<file path="src/include/idte_pkg.sv">
// Behaviour
// RULE1: Info is four consecutive words: mode, source, destination, count
// RULE2: On-chip info: 26 + 2SI + 2DI + reads/writes
// RULE3: Data access: RAM 2, slow byte 3, slow word 6
// RULE4: FE80 to FFFF is the register field
// RULE5: External info adds 20 + 4SI + 4DI
// RULE6: Two priority states, then await instruction end
// RULE7: Instruction wait at most 38 or 74+16m
// RULE8: Handler starts 16/21 or 28+6m/41+10m later
// RULE9: Software writes info where vector points
// RULE10: Software enables, sets priority, then enables source
// RULE11: One transfer per interrupt; CPU interrupt at end
// RULE12: Zero count decrements and wraps to 65536
// RULE13: Handler reloads count or disables source
// RULE14: Clear the peripheral request flag each transfer
// RULE15: Completion interrupt keeps the starting vector
// RULE16: Minimum mode vector: high byte first, page 0
// RULE17: Fixed step order of the transfer cycle
// RULE18: Maximum mode vector four bytes, last two used
// RULE19: Transfer-enable bit is never cleared here
// RULE20: Increment by one for bytes, two for words
// RULE21: External accesses add the current wait count; the vector fetch here always takes 4 states, with no wait added
`default_nettype none
package idte_pkg;
  // Address map
  localparam logic [15:0] IDTE_REGF_LO = 16'hFE80;
  localparam logic [15:0] IDTE_RAM_LO  = 16'hF680;
  localparam logic [15:0] IDTE_RAM_HI  = 16'hFE7F;
  localparam logic [15:0] IDTE_INFO_SRC = 16'h0002;
  localparam logic [15:0] IDTE_INFO_DST = 16'h0004;
  localparam logic [15:0] IDTE_INFO_CNT = 16'h0006;
  localparam logic [15:0] IDTE_VEC_MAX_OFS = 16'h0002;
  // Mode word fields
  localparam int IDTE_MODE_WORD_BIT = 15;
  localparam int IDTE_MODE_SI_BIT   = 14;
  localparam int IDTE_MODE_DI_BIT   = 13;
  // Step lengths in states
  localparam logic [4:0] IDTE_PRIO_STATES = 5'h02;
  localparam logic [4:0] IDTE_STEP_STATES = 5'h04;
  localparam logic [4:0] IDTE_WB_STATES   = 5'h02;
  localparam logic [4:0] IDTE_TAIL_STATES = 5'h02;
  localparam logic [4:0] IDTE_INFO_EXT_ADD = 5'h04;
  localparam logic [4:0] IDTE_RAM_STATES  = 5'h02;
  localparam logic [4:0] IDTE_BYTE_SLOW   = 5'h03;
  localparam logic [4:0] IDTE_WORD_SLOW   = 5'h06;
  // Waits around the cycle
  localparam logic [7:0] IDTE_INSN_ON      = 8'h26;
  localparam logic [7:0] IDTE_INSN_EXT     = 8'h4A;
  localparam logic [7:0] IDTE_INSN_EXT_PER = 8'h10;
  localparam logic [6:0] IDTE_HND_MIN_ON   = 7'h10;
  localparam logic [6:0] IDTE_HND_MAX_ON   = 7'h15;
  localparam logic [6:0] IDTE_HND_MIN_EXT  = 7'h1C;
  localparam logic [6:0] IDTE_HND_MIN_PER  = 7'h06;
  localparam logic [6:0] IDTE_HND_MAX_EXT  = 7'h29;
  localparam logic [6:0] IDTE_HND_MAX_PER  = 7'h0A;
  // Register port
  localparam logic [3:0]  IDTE_REG_CFG  = 4'h0;
  localparam logic [3:0]  IDTE_REG_STAT = 4'h2;
  localparam logic [3:0]  IDTE_REG_CNT  = 4'h4;
  localparam int IDTE_CFG_MAX_BIT   = 0;
  localparam int IDTE_CFG_STACK_BIT = 1;
  localparam int IDTE_CFG_CODE_BIT  = 2;
  localparam int IDTE_CFG_WAIT_LSB  = 4;
  localparam logic [15:0] IDTE_CFG_MASK  = 16'h0037;
  localparam logic [15:0] IDTE_CFG_RESET = 16'h0030;
  localparam int IDTE_STAT_BUSY_BIT = 0;
  localparam int IDTE_STAT_LATE_BIT = 1;
  localparam int IDTE_STAT_DONE_BIT = 2;
  localparam int IDTE_STAT_SRC_LSB  = 8;

  typedef enum logic [3:0] {
    ST_IDLE, ST_PRIO, ST_WINS, ST_VEC, ST_MODE, ST_SPTR, ST_SRD,
    ST_SWB, ST_DPTR, ST_DWR, ST_DWB, ST_CNTR, ST_CNTW, ST_TAIL
  } idte_state_t;
endpackage
`default_nettype wire

</file>
<file path="src/verilog/idte_access_time.sv">
`default_nettype none
module idte_access_time
  import idte_pkg::*;
(
  // Access
  input  wire logic [15:0] i_addr,
  input  wire logic        i_word,
  input  wire logic [1:0]  i_wait,
  // Timing
  output logic      [4:0]  o_states,
  output logic             o_ext
);
  logic in_ram;
  logic in_regf;

  always_comb begin
    in_ram  = (i_addr >= IDTE_RAM_LO) && (i_addr <= IDTE_RAM_HI);
    in_regf = (i_addr >= IDTE_REGF_LO); // RULE4
    o_ext   = !in_ram && !in_regf;
    if (in_ram) begin
      o_states = IDTE_RAM_STATES; // RULE3
    end else begin
      o_states = i_word ? IDTE_WORD_SLOW : IDTE_BYTE_SLOW; // RULE3
      if (o_ext) begin
        o_states = o_states + {3'h0, i_wait}; // RULE21
      end
    end
  end
endmodule
`default_nettype wire

</file>
<file path="src/verilog/idte_engine.sv">
// Our own choices: the address map and the plain strobed port.
`default_nettype none
module idte_engine
  import idte_pkg::*;
(
  // Clock and reset
  input  wire logic        i_clk,
  input  wire logic        i_rst,
  // Interrupt controller
  input  wire logic        i_irq_req,
  input  wire logic [15:0] i_irq_vec,
  input  wire logic [4:0]  i_irq_src,
  input  wire logic        i_insn_end,
  // Request flag clear and CPU interrupt
  output logic             o_flag_clr,
  output logic      [4:0]  o_flag_clr_src,
  output logic             o_cpu_irq,
  output logic      [15:0] o_cpu_irq_vec,
  output logic             o_handler_start,
  // On-chip bus master
  output logic             o_bus_req,
  output logic             o_bus_last,
  output logic             o_bus_wr,
  output logic             o_bus_word,
  output logic      [15:0] o_bus_addr,
  output logic      [15:0] o_bus_wdata,
  input  wire logic [15:0] i_bus_rdata,
  // Register port
  input  wire logic [3:0]  i_reg_addr,
  input  wire logic [15:0] i_reg_wdata,
  input  wire logic        i_reg_wr,
  input  wire logic        i_reg_rd,
  output logic      [15:0] o_reg_rdata
);
  typedef struct packed {
    idte_state_t st;
    logic [4:0]  cnt;
    logic [15:0] vec;
    logic [4:0]  src;
    logic [15:0] info;
    logic [15:0] mode;
    logic [15:0] sptr;
    logic [15:0] dptr;
    logic [15:0] data;
    logic [15:0] count;
    logic [15:0] addr;
    logic        wr;
    logic        word;
    logic [15:0] wdata;
    logic        flag_clr;
    logic        cpu_irq;
    logic [6:0]  hcnt;
    logic        hstart;
    logic [7:0]  wcnt;
    logic [15:0] cfg;
    logic        late;
    logic        done;
    logic [4:0]  last_src;
    logic [15:0] rdata;
  } idte_regs_t;

  localparam idte_regs_t IDTE_REGS_RESET = '{
    st: ST_IDLE, cnt: 5'h00, vec: 16'h0000, src: 5'h00, info: 16'h0000,
    mode: 16'h0000, sptr: 16'h0000, dptr: 16'h0000, data: 16'h0000,
    count: 16'h0000, addr: 16'h0000, wr: 1'b0, word: 1'b0,
    wdata: 16'h0000, flag_clr: 1'b0, cpu_irq: 1'b0, hcnt: 7'h00,
    hstart: 1'b0, wcnt: 8'h00, cfg: IDTE_CFG_RESET, late: 1'b0,
    done: 1'b0, last_src: 5'h00, rdata: 16'h0000};

  idte_regs_t  s_r;
  idte_regs_t  s_nxt;
  logic        last;
  logic [1:0]  wait_cnt;
  logic        max_mode;
  logic [15:0] info_addr;
  logic        info_ext;
  logic [4:0]  info_add;
  logic [4:0]  data_states;
  logic [15:0] inc;
  logic [6:0]  m7;
  logic [7:0]  m8;
  logic [6:0]  hnd_delay;
  logic [7:0]  insn_limit;

  assign last     = (s_r.cnt == 5'h01);
  assign wait_cnt = s_r.cfg[IDTE_CFG_WAIT_LSB +: 2];
  assign max_mode = s_r.cfg[IDTE_CFG_MAX_BIT];
  assign m7       = {5'h00, wait_cnt};
  assign m8       = {6'h00, wait_cnt};
  // The info pointer arrives on the bus at the end of the vector step
  assign info_addr = (s_r.st == ST_VEC) ? i_bus_rdata : s_r.info;
  assign info_add  = info_ext ? (IDTE_INFO_EXT_ADD + {3'h0, wait_cnt}) : 5'h00; // RULE5 RULE21
  assign inc       = s_r.mode[IDTE_MODE_WORD_BIT] ? 16'h0002 : 16'h0001; // RULE20

  // Data pointer is on the bus when the data step is entered
  idte_access_time u_data_time (
    .i_addr   (i_bus_rdata),
    .i_word   (s_r.mode[IDTE_MODE_WORD_BIT]),
    .i_wait   (wait_cnt),
    .o_states (data_states),
    .o_ext    ()
  );

  idte_access_time u_info_time (
    .i_addr   (info_addr),
    .i_word   (1'b1),
    .i_wait   (wait_cnt),
    .o_states (),
    .o_ext    (info_ext)
  );

  always_comb begin
    if (s_r.cfg[IDTE_CFG_STACK_BIT]) begin
      hnd_delay = max_mode ? 7'(IDTE_HND_MAX_EXT + IDTE_HND_MAX_PER * m7)
                           : 7'(IDTE_HND_MIN_EXT + IDTE_HND_MIN_PER * m7); // RULE8
    end else begin
      hnd_delay = max_mode ? IDTE_HND_MAX_ON : IDTE_HND_MIN_ON; // RULE8
    end
    insn_limit = s_r.cfg[IDTE_CFG_CODE_BIT] ? 8'(IDTE_INSN_EXT + IDTE_INSN_EXT_PER * m8)
                                           : IDTE_INSN_ON; // RULE7
  end

  always_comb begin
    s_nxt          = s_r;
    s_nxt.flag_clr = 1'b0;
    s_nxt.cpu_irq  = 1'b0;
    s_nxt.hstart   = 1'b0;
    // Register port first so hardware sets below win over clears
    if (i_reg_wr) begin
      case (i_reg_addr)
        IDTE_REG_CFG: s_nxt.cfg = i_reg_wdata & IDTE_CFG_MASK;
        IDTE_REG_STAT: begin
          if (i_reg_wdata[IDTE_STAT_LATE_BIT]) s_nxt.late = 1'b0;
          if (i_reg_wdata[IDTE_STAT_DONE_BIT]) s_nxt.done = 1'b0;
        end
        default: ;
      endcase
    end
    if (i_reg_rd) begin
      case (i_reg_addr)
        IDTE_REG_CFG:  s_nxt.rdata = s_r.cfg;
        IDTE_REG_STAT: s_nxt.rdata = {3'h0, s_r.last_src, 5'h00, s_r.done,
                                      s_r.late, (s_r.st != ST_IDLE)};
        IDTE_REG_CNT:  s_nxt.rdata = s_r.count;
        default:       s_nxt.rdata = 16'h0000;
      endcase
    end
    // Exception entry delay toward the handler
    if (s_r.hcnt != 7'h00) begin
      s_nxt.hcnt = s_r.hcnt - 7'h01;
      if (s_r.hcnt == 7'h01) s_nxt.hstart = 1'b1; // RULE8
    end
    case (s_r.st)
      ST_IDLE: begin
        // One cycle per accepted interrupt
        if (i_irq_req) begin // RULE11
          s_nxt.st  = ST_PRIO;
          s_nxt.cnt = IDTE_PRIO_STATES; // RULE6
          s_nxt.vec = i_irq_vec;
          s_nxt.src = i_irq_src;
        end
      end
      ST_PRIO: begin
        if (last) begin
          // Request gone during the check: nothing to do
          s_nxt.st   = i_irq_req ? ST_WINS : ST_IDLE; // RULE6
          s_nxt.wcnt = 8'h00;
        end else begin
          s_nxt.cnt = s_r.cnt - 5'h01;
        end
      end
      ST_WINS: begin
        if (i_insn_end) begin // RULE6
          s_nxt.st   = ST_VEC;
          s_nxt.cnt  = IDTE_STEP_STATES;
          s_nxt.wr   = 1'b0;
          s_nxt.word = 1'b1;
          // Page 0 pointer, high byte at the lower address
          s_nxt.addr = max_mode ? ({s_r.vec[14:0], 1'b0} + IDTE_VEC_MAX_OFS)
                                : s_r.vec; // RULE16 RULE18
        end else begin
          if (s_r.wcnt != 8'hFF) s_nxt.wcnt = s_r.wcnt + 8'h01;
          if (s_r.wcnt >= insn_limit) s_nxt.late = 1'b1; // RULE7
        end
      end
      ST_VEC: begin
        if (last) begin
          s_nxt.info = i_bus_rdata;
          s_nxt.st   = ST_MODE; // RULE17
          s_nxt.addr = i_bus_rdata; // RULE1
          s_nxt.cnt  = IDTE_STEP_STATES + info_add; // RULE2 RULE5
        end else begin
          s_nxt.cnt = s_r.cnt - 5'h01;
        end
      end
      ST_MODE: begin
        if (last) begin
          s_nxt.mode = i_bus_rdata;
          s_nxt.st   = ST_SPTR;
          s_nxt.addr = s_r.info + IDTE_INFO_SRC; // RULE1
          s_nxt.cnt  = IDTE_STEP_STATES + info_add;
        end else begin
          s_nxt.cnt = s_r.cnt - 5'h01;
        end
      end
      ST_SPTR: begin
        if (last) begin
          s_nxt.sptr = i_bus_rdata;
          s_nxt.st   = ST_SRD;
          s_nxt.addr = i_bus_rdata;
          s_nxt.word = s_r.mode[IDTE_MODE_WORD_BIT];
          s_nxt.cnt  = data_states; // RULE3
        end else begin
          s_nxt.cnt = s_r.cnt - 5'h01;
        end
      end
      ST_SRD: begin
        if (last) begin
          s_nxt.data = s_r.word ? i_bus_rdata : {8'h00, i_bus_rdata[7:0]};
          s_nxt.word = 1'b1;
          if (s_r.mode[IDTE_MODE_SI_BIT]) begin
            s_nxt.sptr  = s_r.sptr + inc; // RULE20
            s_nxt.st    = ST_SWB;
            s_nxt.wr    = 1'b1;
            s_nxt.wdata = s_r.sptr + inc;
            s_nxt.addr  = s_r.info + IDTE_INFO_SRC;
            s_nxt.cnt   = IDTE_WB_STATES + info_add; // RULE2 RULE5
          end else begin
            s_nxt.st   = ST_DPTR;
            s_nxt.addr = s_r.info + IDTE_INFO_DST;
            s_nxt.cnt  = IDTE_STEP_STATES + info_add;
          end
        end else begin
          s_nxt.cnt = s_r.cnt - 5'h01;
        end
      end
      ST_SWB: begin
        if (last) begin
          s_nxt.st   = ST_DPTR;
          s_nxt.wr   = 1'b0;
          s_nxt.addr = s_r.info + IDTE_INFO_DST; // RULE1
          s_nxt.cnt  = IDTE_STEP_STATES + info_add;
        end else begin
          s_nxt.cnt = s_r.cnt - 5'h01;
        end
      end
      ST_DPTR: begin
        if (last) begin
          s_nxt.dptr  = i_bus_rdata;
          s_nxt.st    = ST_DWR;
          s_nxt.wr    = 1'b1;
          s_nxt.word  = s_r.mode[IDTE_MODE_WORD_BIT];
          s_nxt.addr  = i_bus_rdata;
          s_nxt.wdata = s_r.data;
          s_nxt.cnt   = data_states; // RULE3
        end else begin
          s_nxt.cnt = s_r.cnt - 5'h01;
        end
      end
      ST_DWR: begin
        if (last) begin
          s_nxt.word = 1'b1;
          if (s_r.mode[IDTE_MODE_DI_BIT]) begin
            s_nxt.dptr  = s_r.dptr + inc; // RULE20
            s_nxt.st    = ST_DWB;
            s_nxt.wdata = s_r.dptr + inc;
            s_nxt.addr  = s_r.info + IDTE_INFO_DST;
            s_nxt.cnt   = IDTE_WB_STATES + info_add; // RULE2 RULE5
          end else begin
            s_nxt.st   = ST_CNTR;
            s_nxt.wr   = 1'b0;
            s_nxt.addr = s_r.info + IDTE_INFO_CNT;
            s_nxt.cnt  = IDTE_STEP_STATES + info_add;
          end
        end else begin
          s_nxt.cnt = s_r.cnt - 5'h01;
        end
      end
      ST_DWB: begin
        if (last) begin
          s_nxt.st   = ST_CNTR;
          s_nxt.wr   = 1'b0;
          s_nxt.addr = s_r.info + IDTE_INFO_CNT; // RULE1
          s_nxt.cnt  = IDTE_STEP_STATES + info_add;
        end else begin
          s_nxt.cnt = s_r.cnt - 5'h01;
        end
      end
      ST_CNTR: begin
        if (last) begin
          // Zero wraps to FFFF, giving 65536 transfers
          s_nxt.count = i_bus_rdata - 16'h0001; // RULE12
          s_nxt.st    = ST_CNTW;
          s_nxt.wr    = 1'b1;
          s_nxt.wdata = i_bus_rdata - 16'h0001;
          s_nxt.cnt   = IDTE_STEP_STATES + info_add;
        end else begin
          s_nxt.cnt = s_r.cnt - 5'h01;
        end
      end
      ST_CNTW: begin
        if (last) begin
          s_nxt.st       = ST_TAIL;
          s_nxt.wr       = 1'b0;
          s_nxt.cnt      = IDTE_TAIL_STATES;
          s_nxt.flag_clr = 1'b1; // RULE14
        end else begin
          s_nxt.cnt = s_r.cnt - 5'h01;
        end
      end
      ST_TAIL: begin
        if (last) begin
          // Transfer-enable bits are left alone for software
          s_nxt.st       = ST_IDLE; // RULE19
          s_nxt.last_src = s_r.src;
          if (s_r.count == 16'h0000) begin
            s_nxt.cpu_irq = 1'b1; // RULE11 RULE15
            s_nxt.done    = 1'b1;
            s_nxt.hcnt    = hnd_delay; // RULE8
          end
        end else begin
          s_nxt.cnt = s_r.cnt - 5'h01;
        end
      end
      default: s_nxt.st = ST_IDLE;
    endcase
  end

  always_ff @(posedge i_clk) begin
    if (i_rst) begin
      s_r <= IDTE_REGS_RESET;
    end else begin
      s_r <= s_nxt;
    end
  end

  always_comb begin
    o_bus_req = (s_r.st >= ST_VEC) && (s_r.st <= ST_CNTW);
    o_bus_last = o_bus_req && last;
  end
  assign o_bus_wr        = s_r.wr;
  assign o_bus_word      = s_r.word;
  assign o_bus_addr      = s_r.addr;
  assign o_bus_wdata     = s_r.wdata;
  assign o_flag_clr      = s_r.flag_clr;
  assign o_flag_clr_src  = s_r.src;
  assign o_cpu_irq       = s_r.cpu_irq;
  assign o_cpu_irq_vec   = s_r.vec;
  assign o_handler_start = s_r.hstart;
  assign o_reg_rdata     = s_r.rdata;
endmodule
`default_nettype wire
</file>
<file path="config.mk">
export PLATFORM = sky130hd
export DESIGN_NAME = idte_engine
export DESIGN_NICKNAME = d
export VERILOG_FILES = /design/src/include/idte_pkg.sv /design/src/verilog/idte_access_time.sv /design/src/verilog/idte_engine.sv
export SDC_FILE = /design/constraint.sdc
export NUM_CORES = 1
export LEC_CHECK = 0
export BUFFER_PORTS_ARGS = -buffer_cell sky130_fd_sc_hd__buf_2
export CAP_MARGIN = 10
export CORE_ASPECT_RATIO = 0.7
export CORE_MARGIN = 2
export CORE_UTILIZATION = 60
export DETAILED_ROUTE_END_ITERATION = 12
export PLACE_DENSITY_LB_ADDON = 0.1
export SYNTH_ARGS = -nofsm -noshare
export SYNTH_HDL_FRONTEND = slang
export SYNTH_SLANG_ARGS = --single-unit
</file>
<file path="constraint.sdc">
create_clock -name i_clk -period 2.75 [get_ports i_clk]
set_input_delay 0.1375 -clock i_clk [delete_from_list [all_inputs] [get_ports i_clk]]
set_output_delay 0.1375 -clock i_clk [all_outputs]
set_load 0.005 [all_outputs]
</file>
==> flow_metrics.env <==
export IMPL_max_cap_violations=0
export IMPL_rsz0062_at_grt="no"
export IMPL_cts_root_buf="clkbuf_16"
export IMPL_min_period_ns=2.660
export IMPL_finalMaxSlewViolations=0
export IMPL_synthArstFlopShare_pct=0
export IMPL_io_buffers=127
export IMPL_grt_total_usage_pct=38.81
export IMPL_die_area_sq_mm=0.02201
export IMPL_end_kind="flip-flop"
export IMPL_power_total_mw=6.694
export IMPL_drcViolationCount=0
export IMPL_fin_crit_sh_pct=96.71
export IMPL_slew_headroom_pct=29.40
export IMPL_tightestPinTransition_ns=1.046
export IMPL_hold_violations=0
export IMPL_p_leak_nw=5.181
export IMPL_grt_start_max_net_pins=64
export IMPL_wl_per_cell_um=21.27
export IMPL_cts_buffers=17
export IMPL_max_vdd_ir_drop_mv=0.3944
export IMPL_synth_top_area_cell="dfxtp_1"
export IMPL_ys_warn_count=0
export IMPL_dr_first_iter_drc_count=1875
export IMPL_synth_edf_count=0
export IMPL_diodes=0
export IMPL_grt_pass1_vias=11520
export IMPL_wl_um=43240
export IMPL_postLayoutCoreUtil_pct=68.47
export IMPL_busiest_layer="met1"
export IMPL_outcome="finished clean"
export IMPL_grt_use_met2_pct=54.67
export IMPL_grt_use_met1_pct=57.50
export IMPL_numPlacedInstances=1975
export IMPL_post_synth_inst_count=1677
export IMPL_synth_area_sq_mm=0.01249
export IMPL_start_kind="flip-flop"
export IMPL_dpl_cell_area_sq_mm=0.01319
export IMPL_synth_area_leaders="dfxtp_1 (31%), nand2_1 (6.7%), a21oi_1 (6.0%), nor2_1 (5.6%), buf_4 (4.3%)"
export IMPL_synth_flop_cell="dfxtp_1"
export IMPL_cp_startpoint="s_r[209]"
export IMPL_synthToLayoutAreaGrowth_pct=12.85
export IMPL_postRouteAntennaNets=0
export IMPL_grt_pass1_wl_um=66520
export IMPL_grt_antenna_before_repair=0
export IMPL_hold_class="primary input to flip-flop"
export IMPL_rows=44
export IMPL_ys_seq_area_share_pct=30.93
export IMPL_final_cell_mix="nand2_1 (222), dfxtp_1 (192), nor2_1 (184), a21oi_1 (149), buf_2 (126)"
export IMPL_io_pins=139
export IMPL_critPathArrivalTime_ns=2.96
export IMPL_cp_common_cell="buf_4"
export IMPL_crit_chain="inv_1 > ha_1 > or4b_1 > buf_4 > buf_4 > a211o_1 > buf_4 > a2111oi_2 > buf_4 > nor3_1"
export IMPL_coreArea_sq_mm=0.02059
export IMPL_finClkSkew_ns=0.01346
export IMPL_reg2reg_from="s_r[209]"
export IMPL_slowest_delay_ns=0.44
export IMPL_place_hpwl_um=31190
export IMPL_synth_top_cell_area_share_pct=30.93
export IMPL_stdcell_count=2033
export IMPL_vias=13090
export IMPL_fp_dieW_um=176.5
export IMPL_power_per_cell_area_mw_per_mm2=474.9
export IMPL_regToRegSetupSlack_ns=0.09
export IMPL_start_util_pct=60.67
export IMPL_use_met3_pct=12.18
export IMPL_clk_pin_slew_ns=0.08
export IMPL_worstRegToRegCells=10
export IMPL_drive_above_1_share_pct=16.05
export IMPL_gp_congestion=1.002
export IMPL_nFillCells=1779
export IMPL_worst_r2r_endpoint="o_bus_wdata[2]"
export IMPL_cts_sinks=193
export IMPL_die_y_um=124.7
export IMPL_clk_latency_ns=0.45
export IMPL_avgSynthCellArea_sq_um=7.449
export IMPL_layout_commonest_cell="nand2_1"
export IMPL_slowest_stage="or4b_1"
export IMPL_cts_tree="built"
export IMPL_whs_ns=0.02553
export IMPL_timing_fmax_mhz=376.0
export IMPL_worstPathMaxFanout=14
export IMPL_drt_pass1_iter_count=6
export IMPL_ys_types=84
export IMPL_setup_viol=0
export IMPL_syn_nets=1770
export IMPL_htreeDepth=4
export IMPL_overflow=0
export IMPL_cp_required_ns=3.05
export IMPL_synth_seq_cells=193
export IMPL_endpoint="o_bus_wdata[2]"
export IMPL_path_class="flip-flop to flip-flop"
export IMPL_final_area_sq_mm=0.01410
export IMPL_final_nets=1837
export IMPL_viasPerCell=6.437
export IMPL_clk_path_buf_depth=2
==> cells in the mapped netlist (21+ instances only) <==
cell type / instances
xnor2_1: 49
a211oi_1: 42
mux2i_1: 25
buf_2: 30
nor3_1: 31
nand3_1: 56
xor2_1: 23
nand2_1: 222
nor2_1: 185
a22oi_1: 35
a21oi_1: 149
dfxtp_1: 193
ha_1: 28
nor4_1: 21
o21ai_0: 82
inv_1: 37
clkbuf_1: 90
buf_4: 72
==> routing by layer <==
layer / part of all wire [%] / up-vias
li1: - / 6075
met4: 2.0 / 0
met5: 0 / -
met1: 43 / 6068
met2: 41 / 856
met3: 14 / 87
==> state kept, by name, indices dropped and copies added (netlist names) <==
| signal | cells |
|---|---|
| o_flag_clr_src | 5 |
| o_cpu_irq | 1 |
| o_cpu_irq_vec | 16 |
| max_mode | 1 |
| o_reg_rdata | 16 |
| o_flag_clr | 1 |
| s_r | 116 |
| o_bus_wr | 1 |
| o_handler_start | 1 |
| m7 | 2 |
| o_bus_addr | 16 |
| o_bus_wdata | 16 |
| o_bus_word | 1 |
==> where the power goes <==
part           internal [mW]  switching (mW)
sequential              2.87          0.0869
combinational          0.408           0.637
clock                   1.46            1.23
total                   4.74            1.95
==> through the flow <==
| step | setup slack (ns) | TNS, ns |
|---|---|---|
| 6_report | 0.09046 | 0 |
| 5_1_grt | 0.004054 | 0 |
| 4_1_cts | 0.1337 | 0 |
| 3_5_place_dp | -0.09257 | -0.09257 |
| 3_3_place_gp | 0.08141 | 0 |
| 2_1_floorplan | 0.2424 | 0 |
==> critical path: cells and delay by family (launching register included) <==
kind	cells	cell delay, ns
AOI/OAI and AO/OA	2	0.66
adders and majority gates	1	0.17
buffers and inverters	5	0.90
DFF	1	0.31
and+or+nand+nor	2	0.48
==> cells by family after synthesis <==
logic type,count (synthesis),share of synthesized area [%]
AOI/OAI and AO/OA,483,25.48
xor gates and xnor gates,72,5.048
adders and majority gates,30,3.125
buffers and inverters,238,9.615
DFF,193,30.93
muxes,27,2.183
and+or+nand+nor,634,23.62
==> cell type report <==
cell class | instances | area (sq um) | area share, %
multi-input cells | 1246 | 7475 | 53.02
flip-flops and latches | 193 | 3865 | 27.42
repair buffers | 249 | 1648 | 11.69
clock buffers | 17 | 425.4 | 3.018
well taps | 276 | 345.3 | 2.450
clock inverters | 15 | 200.2 | 1.420
inverters | 37 | 138.9 | 0.9852
==> timing repair <==
item                       4_1_cts  5_1_grt
hold buffers                    26        0
hold endpoints to repair        26        0
setup endpoints to repair        1        4
setup buffers                    0        0
gates resized for setup          2        2
==> how the worst min path moves through the flow <==
stage / startpoint / to / slack (ns) / depth (start not counted)
finish: i_reg_wr / s_r[25] / 0.03 / 3
global route: i_reg_wr / s_r[24] / 0.04 / 3
CTS: i_reg_wr / s_r[25] / 0.01 / 3
detailed placement: i_irq_src[4] / o_flag_clr_src[4] / 0.38 / 3
global placement: i_irq_src[2] / o_flag_clr_src[2] / 0.38 / 3
floorplan: i_bus_rdata[3] / s_r[110] / 0.27 / 2
Power figures use the tool's default switching activity.
